**src/verilog/ostl_pkg.sv**
```systemverilog
package ostl_pkg;
    localparam int CHANNELS = 8;
    localparam int PAYLOAD_BITS = 10;
    localparam int FRAME_BITS = 12;
    localparam int WORD_W = CHANNELS * PAYLOAD_BITS;
    localparam int FIFO_DEPTH = 8;
    localparam int PRBS_W = 7;
    localparam int SEL_W = 4;

    localparam logic START_BIT = 1'b1;
    localparam logic STOP_BIT = 1'b0;
    // six ones then six zeros, first bit in bit 0
    localparam logic [11:0] SYNC_FRAME = 12'h03F;
    localparam logic [3:0] LAST_BIT = 4'hB;
    localparam logic [2:0] SYNC_FRAMES = 3'h4;
    localparam logic [3:0] SEL_ALL = 4'h8;
    localparam logic [6:0] PRBS_SEED = 7'h7F;
    localparam int PRBS_TAP_HI = 6;
    localparam int PRBS_TAP_LO = 5;

    localparam int CLK_PERIOD_NS = 20;
    localparam int PLL_LOCK_NS = 1000;
    localparam int PLL_LOCK_CYCLES =
        (PLL_LOCK_NS + CLK_PERIOD_NS - 1) / CLK_PERIOD_NS;

    localparam logic [3:0] OFF_CTRL = 4'h0;
    localparam logic [3:0] OFF_SLEEP = 4'h4;
    localparam logic [3:0] OFF_SYNC = 4'h8;
    localparam logic [3:0] OFF_STATUS = 4'hC;

    localparam int CTRL_DEN_BIT = 0;
    localparam int CTRL_MS_BIT = 1;
    localparam int CTRL_ACT_BIT = 2;
    localparam int CTRL_SEL_LSB = 4;
    localparam int STAT_SYNC_LSB = 8;
    localparam int STAT_RUN_BIT = 16;

    localparam logic [3:0] SEL_RESET = 4'hF;
    localparam logic [7:0] SLEEP_RESET = 8'hFF;

    typedef enum logic [1:0] {ST_SLEEP, ST_LOCK, ST_RUN} ostl_pll_t;
endpackage

```
**src/verilog/ostl_stream_if.sv**
```systemverilog
`timescale 1ns/1ps
interface ostl_stream_if #(parameter int W = 80);
    logic [W-1:0] data;
    logic valid;
    logic ready;
    modport src (output data, output valid, input ready);
    modport snk (input data, input valid, output ready);
endinterface // ostl_stream_if

```
**src/verilog/ostl_fifo.sv**
```systemverilog
`timescale 1ns/1ps
module ostl_fifo #(
    parameter int W = 80,
    parameter int DEPTH = 8
) (
    input wire logic clk_sys,
    input wire logic rst_n,
    ostl_stream_if.snk in_s,
    ostl_stream_if.src out_s
);
    localparam int AW = $clog2(DEPTH);

    logic [W-1:0] mem_q [DEPTH];
    logic [AW-1:0] wr_q;
    logic [AW-1:0] rd_q;
    logic [AW:0] cnt_q;
    logic [AW:0] cnt_d;
    logic in_rdy_q;
    logic out_vld_q;

    function automatic logic [AW-1:0] next_ptr(input logic [AW-1:0] p);
        next_ptr = (p == AW'(DEPTH - 1)) ? '0 : p + AW'(1);
    endfunction

    wire push = in_s.valid && in_rdy_q;
    wire pop = out_vld_q && out_s.ready;

    assign cnt_d = cnt_q + (AW+1)'(push) - (AW+1)'(pop);
    assign in_s.ready = in_rdy_q;
    assign out_s.valid = out_vld_q;
    assign out_s.data = mem_q[rd_q];

    always_ff @(posedge clk_sys) begin
        if (push) begin
            mem_q[wr_q] <= in_s.data;
        end
    end

    always_ff @(posedge clk_sys or negedge rst_n) begin
        if (!rst_n) begin
            wr_q <= '0;
            rd_q <= '0;
            cnt_q <= '0;
            in_rdy_q <= 1'b0;
            out_vld_q <= 1'b0;
        end else begin
            if (push) wr_q <= next_ptr(wr_q);
            if (pop) rd_q <= next_ptr(rd_q);
            cnt_q <= cnt_d;
            in_rdy_q <= cnt_d < (AW+1)'(DEPTH);
            out_vld_q <= cnt_d != '0;
        end
    end
endmodule // ostl_fifo

```
**src/verilog/ostl_top.sv**
```systemverilog
`timescale 1ns/1ps
module ostl_top #(
    parameter int CHANNELS = ostl_pkg::CHANNELS,
    parameter int FIFO_DEPTH = ostl_pkg::FIFO_DEPTH,
    parameter int LOCK_CYCLES = ostl_pkg::PLL_LOCK_CYCLES
) (
    input wire logic clk_sys,
    input wire logic rst_n,
    input wire logic [3:0] avs_address,
    input wire logic avs_read,
    input wire logic avs_write,
    input wire logic [31:0] avs_writedata,
    input wire logic [3:0] avs_byteenable,
    output logic [31:0] avs_readdata,
    output logic avs_waitrequest,
    input wire logic word_in_valid,
    input wire logic [CHANNELS*ostl_pkg::PAYLOAD_BITS-1:0]
        channel_parallel_word_in,
    output logic word_in_ready,
    output logic [CHANNELS-1:0] channel_serial_out,
    output logic [CHANNELS-1:0] channel_serial_oe
);
    localparam int PW = ostl_pkg::PAYLOAD_BITS;
    localparam int FW = ostl_pkg::FRAME_BITS;
    localparam int RW = ostl_pkg::PRBS_W;
    localparam int WW = CHANNELS * PW;
    localparam int LW = $clog2(LOCK_CYCLES + 1);

    // ---------------- register bus ----------------
    logic wait_q;
    logic [31:0] rdata_q;
    logic den_q;
    logic ms_q;
    logic act_q;
    logic [ostl_pkg::SEL_W-1:0] sel_q;
    logic [CHANNELS-1:0] sleep_n_q;
    logic [CHANNELS-1:0] sync_req_q;
    logic [31:0] rd_mux;

    wire access = avs_read || avs_write;
    wire wr_en = avs_write && !wait_q && avs_byteenable[0];
    wire hit_ctrl = avs_address == ostl_pkg::OFF_CTRL;
    wire hit_sleep = avs_address == ostl_pkg::OFF_SLEEP;
    wire hit_sync = avs_address == ostl_pkg::OFF_SYNC;
    wire hit_stat = avs_address == ostl_pkg::OFF_STATUS;

    // the test is reachable only through this control word; there is no
    // separate test-access port
    always_ff @(posedge clk_sys or negedge rst_n) begin
        if (!rst_n) begin
            den_q <= 1'b0;
            ms_q <= 1'b0;
            act_q <= 1'b0;
            sel_q <= ostl_pkg::SEL_RESET;
        end else if (wr_en && hit_ctrl) begin
            den_q <= avs_writedata[ostl_pkg::CTRL_DEN_BIT];
            ms_q <= avs_writedata[ostl_pkg::CTRL_MS_BIT];
            act_q <= avs_writedata[ostl_pkg::CTRL_ACT_BIT];
            sel_q <= avs_writedata[ostl_pkg::CTRL_SEL_LSB +: 4];
        end
    end

    always_ff @(posedge clk_sys or negedge rst_n) begin
        if (!rst_n) begin
            sleep_n_q <= ostl_pkg::SLEEP_RESET;
            sync_req_q <= '0;
        end else begin
            if (wr_en && hit_sleep) sleep_n_q <= avs_writedata[7:0];
            if (wr_en && hit_sync) sync_req_q <= avs_writedata[7:0];
        end
    end

    // ---------------- pll model and frame timing ----------------
    ostl_pkg::ostl_pll_t pll_q;
    ostl_pkg::ostl_pll_t pll_d;
    logic [LW-1:0] lock_q;
    logic [3:0] bit_q;

    wire run = pll_q == ostl_pkg::ST_RUN;
    wire lock_done = lock_q == LW'(LOCK_CYCLES - 1);
    // one tick per word period; every channel starts its frame here
    wire tick = run && bit_q == ostl_pkg::LAST_BIT;

    always_comb begin
        pll_d = pll_q;
        case (pll_q)
            ostl_pkg::ST_SLEEP: begin
                if (ms_q) pll_d = ostl_pkg::ST_LOCK;
            end
            ostl_pkg::ST_LOCK: begin
                if (!ms_q) pll_d = ostl_pkg::ST_SLEEP;
                else if (lock_done) pll_d = ostl_pkg::ST_RUN;
            end
            default: begin
                if (!ms_q) pll_d = ostl_pkg::ST_SLEEP;
            end
        endcase
    end

    always_ff @(posedge clk_sys or negedge rst_n) begin
        if (!rst_n) begin
            pll_q <= ostl_pkg::ST_SLEEP;
            lock_q <= '0;
        end else begin
            pll_q <= pll_d;
            lock_q <= (pll_q == ostl_pkg::ST_LOCK) ? lock_q + LW'(1) : '0;
        end
    end

    always_ff @(posedge clk_sys or negedge rst_n) begin
        if (!rst_n) begin
            bit_q <= ostl_pkg::LAST_BIT;
        end else if (!run || tick) begin
            bit_q <= run ? 4'h0 : ostl_pkg::LAST_BIT;
        end else begin
            bit_q <= bit_q + 4'h1;
        end
    end

    // ---------------- word buffer ----------------
    ostl_stream_if #(.W(WW)) in_s ();
    ostl_stream_if #(.W(WW)) out_s ();
    logic [WW-1:0] hold_q;

    assign in_s.data = channel_parallel_word_in;
    assign in_s.valid = word_in_valid;
    assign word_in_ready = in_s.ready;
    // drained only on ticks, so a sleeping device back-pressures the source
    assign out_s.ready = tick;

    ostl_fifo #(.W(WW), .DEPTH(FIFO_DEPTH)) u_fifo (
        .clk_sys(clk_sys),
        .rst_n(rst_n),
        .in_s(in_s),
        .out_s(out_s)
    );

    // an empty buffer repeats the last word rather than idling, which would
    // look repetitive to the far receiver
    wire [WW-1:0] word_w = out_s.valid ? out_s.data : hold_q;

    always_ff @(posedge clk_sys or negedge rst_n) begin
        if (!rst_n) begin
            hold_q <= '0;
        end else if (tick && out_s.valid) begin
            hold_q <= out_s.data;
        end
    end

    // ---------------- test select decode ----------------
    function automatic logic [CHANNELS-1:0] test_decode(
        input logic act, input logic [3:0] sel);
        test_decode = '0;
        if (!act) test_decode = '0;
        else if (sel < ostl_pkg::SEL_ALL)
            test_decode = CHANNELS'(1) << sel;
        else if (sel == ostl_pkg::SEL_ALL) test_decode = '1;
        else test_decode = '0;
    endfunction

    wire [CHANNELS-1:0] test_sel_w = test_decode(act_q, sel_q);

    // ten steps of x^7 + x^6 + 1; returns {next state, payload}
    function automatic logic [RW+PW-1:0] prbs_step(input logic [RW-1:0] s);
        logic [RW-1:0] r;
        logic [PW-1:0] w;
        logic fb;
        r = s;
        w = '0;
        for (int i = 0; i < PW; i++) begin
            fb = r[ostl_pkg::PRBS_TAP_HI] ^ r[ostl_pkg::PRBS_TAP_LO];
            w[i] = fb;
            r = {r[RW-2:0], fb};
        end
        prbs_step = {r, w};
    endfunction

    function automatic logic [FW-1:0] frame_of(input logic [PW-1:0] p);
        frame_of = {ostl_pkg::STOP_BIT, p, ostl_pkg::START_BIT};
    endfunction

    // ---------------- per-channel serializers ----------------
    logic [CHANNELS-1:0] test_on_q;
    logic [CHANNELS-1:0] sync_active_q;
    logic [CHANNELS-1:0] out_q;
    logic [CHANNELS-1:0] oe_q;
    logic [2:0] sync_cnt_q [CHANNELS];

    for (genvar c = 0; c < CHANNELS; c++) begin : g_ch
        logic [FW-1:0] frame_q;
        logic [RW-1:0] prbs_q;
        logic [2:0] cnt_d;
        logic [FW-1:0] frame_d;
        logic [RW+PW-1:0] step_w;
        logic sync_w;
        logic test_w;

        assign step_w = prbs_step(prbs_q);
        assign cnt_d = !sync_req_q[c] ? 3'h0 :
            (sync_cnt_q[c] == ostl_pkg::SYNC_FRAMES) ? sync_cnt_q[c] :
            sync_cnt_q[c] + 3'h1;
        assign sync_w = cnt_d == ostl_pkg::SYNC_FRAMES;
        assign test_w = test_sel_w[c] && !sync_w && sleep_n_q[c];
        assign frame_d = sync_w ? ostl_pkg::SYNC_FRAME :
            test_w ? frame_of(step_w[PW-1:0]) :
            frame_of(word_w[c*PW +: PW]);

        // a waking channel starts afresh, like the whole device does
        always_ff @(posedge clk_sys or negedge rst_n) begin
            if (!rst_n) begin
                sync_cnt_q[c] <= '0;
                prbs_q <= ostl_pkg::PRBS_SEED;
            end else if (!sleep_n_q[c] || !run) begin
                sync_cnt_q[c] <= '0;
                prbs_q <= ostl_pkg::PRBS_SEED;
            end else if (tick) begin
                sync_cnt_q[c] <= cnt_d;
                if (test_w) prbs_q <= step_w[PW +: RW];
            end
        end

        always_ff @(posedge clk_sys or negedge rst_n) begin
            if (!rst_n) begin
                frame_q <= '0;
                test_on_q[c] <= 1'b0;
                sync_active_q[c] <= 1'b0;
            end else if (tick) begin
                frame_q <= frame_d;
                test_on_q[c] <= test_w;
                sync_active_q[c] <= sync_w;
            end
        end

        // enable only gates the driver; serializer state keeps running
        always_ff @(posedge clk_sys or negedge rst_n) begin
            if (!rst_n) begin
                out_q[c] <= 1'b0;
                oe_q[c] <= 1'b0;
            end else begin
                out_q[c] <= !run ? 1'b0 :
                    tick ? frame_d[0] : frame_q[bit_q + 4'h1];
                oe_q[c] <= den_q && run && sleep_n_q[c];
            end
        end
    end

    assign channel_serial_out = out_q;
    assign channel_serial_oe = oe_q;

    // ---------------- bus answer ----------------
    always_comb begin
        rd_mux = '0;
        if (hit_ctrl) begin
            rd_mux[ostl_pkg::CTRL_DEN_BIT] = den_q;
            rd_mux[ostl_pkg::CTRL_MS_BIT] = ms_q;
            rd_mux[ostl_pkg::CTRL_ACT_BIT] = act_q;
            rd_mux[ostl_pkg::CTRL_SEL_LSB +: 4] = sel_q;
        end else if (hit_sleep) begin
            rd_mux[7:0] = sleep_n_q;
        end else if (hit_sync) begin
            rd_mux[7:0] = sync_req_q;
        end else if (hit_stat) begin
            rd_mux[7:0] = test_on_q;
            rd_mux[ostl_pkg::STAT_SYNC_LSB +: 8] = sync_active_q;
            rd_mux[ostl_pkg::STAT_RUN_BIT] = run;
        end
    end

    // every access waits exactly one cycle
    always_ff @(posedge clk_sys or negedge rst_n) begin
        if (!rst_n) begin
            wait_q <= 1'b1;
            rdata_q <= '0;
        end else begin
            wait_q <= !(access && wait_q);
            if (avs_read && wait_q) rdata_q <= rd_mux;
        end
    end

    assign avs_waitrequest = wait_q;
    assign avs_readdata = rdata_q;
endmodule // ostl_top

```
**config.mk**
```make
export PLATFORM = sky130hd
export DESIGN_NAME = ostl_top
export DESIGN_NICKNAME = d
export VERILOG_FILES = /design/src/verilog/ostl_pkg.sv /design/src/verilog/ostl_stream_if.sv /design/src/verilog/ostl_fifo.sv /design/src/verilog/ostl_top.sv
export SDC_FILE = /design/constraint.sdc
export NUM_CORES = 1
export LEC_CHECK = 0
export ABC_AREA = 0
export BUFFER_PORTS_ARGS = -buffer_cell sky130_fd_sc_hd__buf_2
export CORE_ASPECT_RATIO = 1.5
export CORE_MARGIN = 2
export CORE_UTILIZATION = 54
export DETAILED_ROUTE_END_ITERATION = 7
export PLACE_DENSITY = 0.79
export SLEW_MARGIN = 30
export SYNTH_ARGS = -nofsm -noshare
export SYNTH_HDL_FRONTEND = slang
export SYNTH_SLANG_ARGS = --single-unit
```
**constraint.sdc**
```tcl
create_clock -name clk_sys -period 13 [get_ports clk_sys]
set_input_delay 0.65 -clock clk_sys [delete_from_list [all_inputs] [get_ports clk_sys]]
set_output_delay 0.65 -clock clk_sys [all_outputs]
set_load 0.02 [all_outputs]
```
==> summary.md <==
| Metric | Value |
|---|---|
| Status | `finished clean` |
| Clock Tree Buf Depth | `3` |
| H-tree depth | `3` |
| Setup TNS | `0 ns` |
| Crit share post-route | `a little under a third` |
| Fraction of registers with async set/reset | `between 30% and 40%` |
| Int Power | `slightly above 5 mW` |
| Cell taking the most area after synthesis | `edfxtp_1` |
| Dpl hpwl | `57.85 mm` |
| RSZ-0062 raised after global routing | `false` |
| Via count | `~24000` |
| Worst VDD drop | `between 90 and 100 µV` |
| Sw Share | `23.65%` |
| TritonRoute pass-1 iters | `6` |
| Clk pin slew, worst setup/hold paths | `about 0.080 ns` |
| Final cell count without fillers | `3816` |
| Worst slew margin | `approximately 29%` |
| Post-CTS Repair Setup Buffers | `0` |
| Slowest stage delay, CP | `approximately 0.97 ns` |
| NetSw | `between 1.5 and 2 mW` |
| Die Y-Extent | `about 340 µm` |
| FF+latch count, synth | `978` |
| Fmax | `~0.26 GHz` |
| Initial antenna violation count | `17` |
| Seq/Total Area, Yosys | `67.93%` |
| Critical path, cell by cell | `ha_1 -> nand3b_1 -> nor2_4 -> nand2_4 -> inv_1 -> ha_1 -> inv_1 -> ha_1 -> fa_1 -> or4_1` |
| Total track usage | `around a quarter` |
| GPL Wtd Cong | `between 0.8 and 0.9` |
| # DRC | `0` |
| Root buf cell | `clkbuf_16` |
| Starting density of the core | `between 50% and 60%` |
| Comb pwr share | `~8%` |
| Synth top area share | `47.02%` |
| Post-route ant nets | `0` |
| CP arrival | `about 4.4 ns` |
| Largest net degree at the start of global routing | `107` |
| Worst-margin pin slew | `about 1.1 ns` |
| CP most frequent cell | `ha_1` |
| Vias in the first global route | `24434` |
| Setup crit start kind | `register` |
| Hold Fails Final Rpt | `0` |
| CTS tree | `built` |
| Final worst path period need | `between 3 and 4 ns` |
| PD cells | `roughly 150 mW/mm²` |
| Worst path slowest cell | `dfstp_4` |
| IO Port Bufs | `roughly 130` |
| Post-CTS resize count | `0` |
| Placed cells | `~3600` |
| Synthesis-to-finish area growth | `11.20%` |
| Worst-path maximum fanout | `66` |
| Synth cell count leaders | `640 x edfxtp_1, 267 x nand2_1, 266 x dfrtp_1` |
| Die W | `228.6 µm` |
| Hold_buf cts | `0` |
| Clock skew | `between 0.02 and 0.03 ns` |
| Main synth FF type | `edfxtp_1` |
| Mapped Cells | `roughly 2600` |
| Synth unique cells | `74` |
| Top-count cell post-synth | `edfxtp_1` |
| Layout cell share with drive strength beyond 1 | `around 22%` |
| 1st-iter DRT viols | `2473` |
| Ports | `~180` |
| Worst setup EP type | `register` |
| Max-Cap Viols | `0` |
| Core area | `between 0.07 and 0.08 mm²` |
| Routed len/inst | `24.61 µm` |
| Mapped Area | `0.04087 mm²` |
| First-pass GRT wire length | `approximately 150 mm` |
| Placement Rows | `123` |
| Die area | `between 0.07 and 0.08 mm²` |
| Required time of the critical path | `~14 ns` |
| Clock sinks | `a little under 1000` |
| Post-Route WL | `between 90 and 100 mm` |
| Number of flops mapped to enable cells by yosys | `640` |
| Slew Limit Fails | `0` |
| Top cells by area, synth | `edfxtp_1 47%, dfrtp_1 16%, mux4_2 9.8%` |
| Synth warn | `0` |
| Hold Path Class | `input port to async pin` |
| Sequential Power Share | `~55%` |
| Final setup viols | `0` |
| Setup CP Type | `register to register` |
| Leakage | `16.14 nW` |
| Worst-Skew Late Latency | `0.66 ns` |
| Synth Area per Inst | `approximately 16 µm²` |
| Vias per Instance | `roughly 6.2` |
| TritonCTS buffer count | `85` |
| Final #Nets | `approximately 2900` |
| Core Util, Final | `roughly three fifths` |
| Total grt overflow | `0` |
| Power share of the clock group | `a little under two fifths` |
-- critical path, delay by kind of cell (launching register included) --
family | cells | cell delay [ns]
adder cells (fa/ha/maj) | 4 | 1.23
flip-flops | 1 | 0.97
buffers and inverters | 2 | 0.29
AND/OR/NAND/NOR | 4 | 1.26
-- power by group through the flow --
| stage | Combinational, mW | Clock [mW] | Sequential (mW) |
|---|---|---|---|
| finish | 0.529 | 2.49 | 3.65 |
| floorplan | 0.291 | 0 | 3.70 |
| global route | 0.571 | 2.65 | 3.66 |
| CTS | 0.533 | 2.53 | 3.65 |
| global placement | 0.488 | 0 | 3.68 |
| detailed placement | 0.528 | 0 | 3.71 |
-- sequential cells by signal, indices dropped and copies added (netlist names), 2 cells and up --
name,cells
sync_cnt_q,24
channel_serial_out,8
u_fifo.wr_q,3
g_ch.prbs_q,56
pll_q,2
sleep_n_q,8
sel_q,4
u_fifo.cnt_q,4
test_on_q,8
hold_q,80
lock_q,6
avs_readdata,17
g_ch.frame_q,81
u_fifo.rd_q,3
sync_req_q,8
bit_q,4
sync_active_q,8
channel_serial_oe,8
u_fifo.mem_q,640
-- metrics by stage --
| step | cell area [µm²] | hold slack (ns) | power [mW] | worst slack, ns |
|---|---|---|---|---|
| after floorplan | 40930 | 0.3544 | 3.987 | 5.872 |
| after global placement | 42440 | 0.4531 | 4.173 | 8.863 |
| after detailed placement | 42670 | 0.4567 | 4.234 | 8.957 |
| after CTS | 45400 | 0.08564 | 6.710 | 8.890 |
| after global routing | 45450 | 0.1219 | 6.878 | 8.838 |
| final | 45450 | 0.04870 | 6.669 | 9.087 |
-- cell type report --
class | count | area (µm²)
tap | 1000 | 1251
clock inverter | 41 | 380.4
antenna | 7 | 17.52
timing repair buffer | 175 | 1189
inverter | 27 | 101.3
fill | 5331 | 29490
multi-input combinational | 1470 | 12390
sequential | 978 | 27780
clock buffer | 118 | 2342
-- layer usage --
metal  vias to the layer above  wire length [µm]  global-route usage [%]  share of wire (%)
met3                       172              5954                   4.002                6.3
met2                       905             48820                   42.07                 52
li1                      10312                 -                       -                  -
met1                     12192             36660                   31.82                 39
met4                        16              2366                   8.197                2.5
met5                         -                96                       0               0.10
-- kinds of logic (layout without fill, tap and decap cells) --
| kind of cell | count (synthesis) | count (layout) | synth area share, % |
|---|---|---|---|
| xor+xnor | 93 | 93 | 1.993 |
| other cells | 1 | 22 | 0.009174 |
| compound gates | 422 | 422 | 6.921 |
| flops | 978 | 978 | 67.93 |
| buf+inv | 195 | 361 | 2.069 |
| fa+ha+maj | 28 | 28 | 0.8755 |
| mux | 321 | 321 | 13.43 |
| simple gates | 591 | 591 | 6.774 |
-- worst paths after layout --
check	from	slack, ns	endpoint	depth (start not counted)
worst max-delay path	bit_q[0]	9.09	u_fifo.out_s.valid	10
worst min-delay path	rst_n	0.05	hold_q[14]	1
worst max register to register	bit_q[0]	9.09	u_fifo.out_s.valid	10
worst min register to register	g_ch[3].frame_q[10]	0.47	g_ch[3].frame_q[10]	2
max in group asynchronous	rst_n	10.87	g_ch[5].prbs_q[1]	4
min in group clk_sys	avs_write	0.17	avs_waitrequest	2
-- cells in the final DEF (no fill, tap or decap), types with 10 or more instances in the layout --
cell type	netlist	layout
edfxtp_1	640	640
nand2_1	267	265
dfrtp_1	266	262
mux4_2	178	178
o21ai_0	152	152
buf_2	40	131
mux2i_1	105	105
nor2_1	95	88
clkbuf_16	0	86
dfstp_2	72	71
a21oi_1	68	68
nand3_1	58	58
xnor2_1	56	56
mux2_2	38	38
xor2_1	37	37
and3_1	36	36
a31oi_1	31	31
buf_4	15	29
nor3_1	29	27
o211ai_1	27	27
ha_1	27	27
inv_1	27	26
nand2b_1	26	26
clkbuf_1	89	25
a211o_1	21	21
a22o_1	19	19
o32a_1	19	19
or3_1	17	17
conb_1	1	15
clkinv_2	0	13
clkinv_1	0	10
No activity file was read; power rests on OpenSTA's default activity.
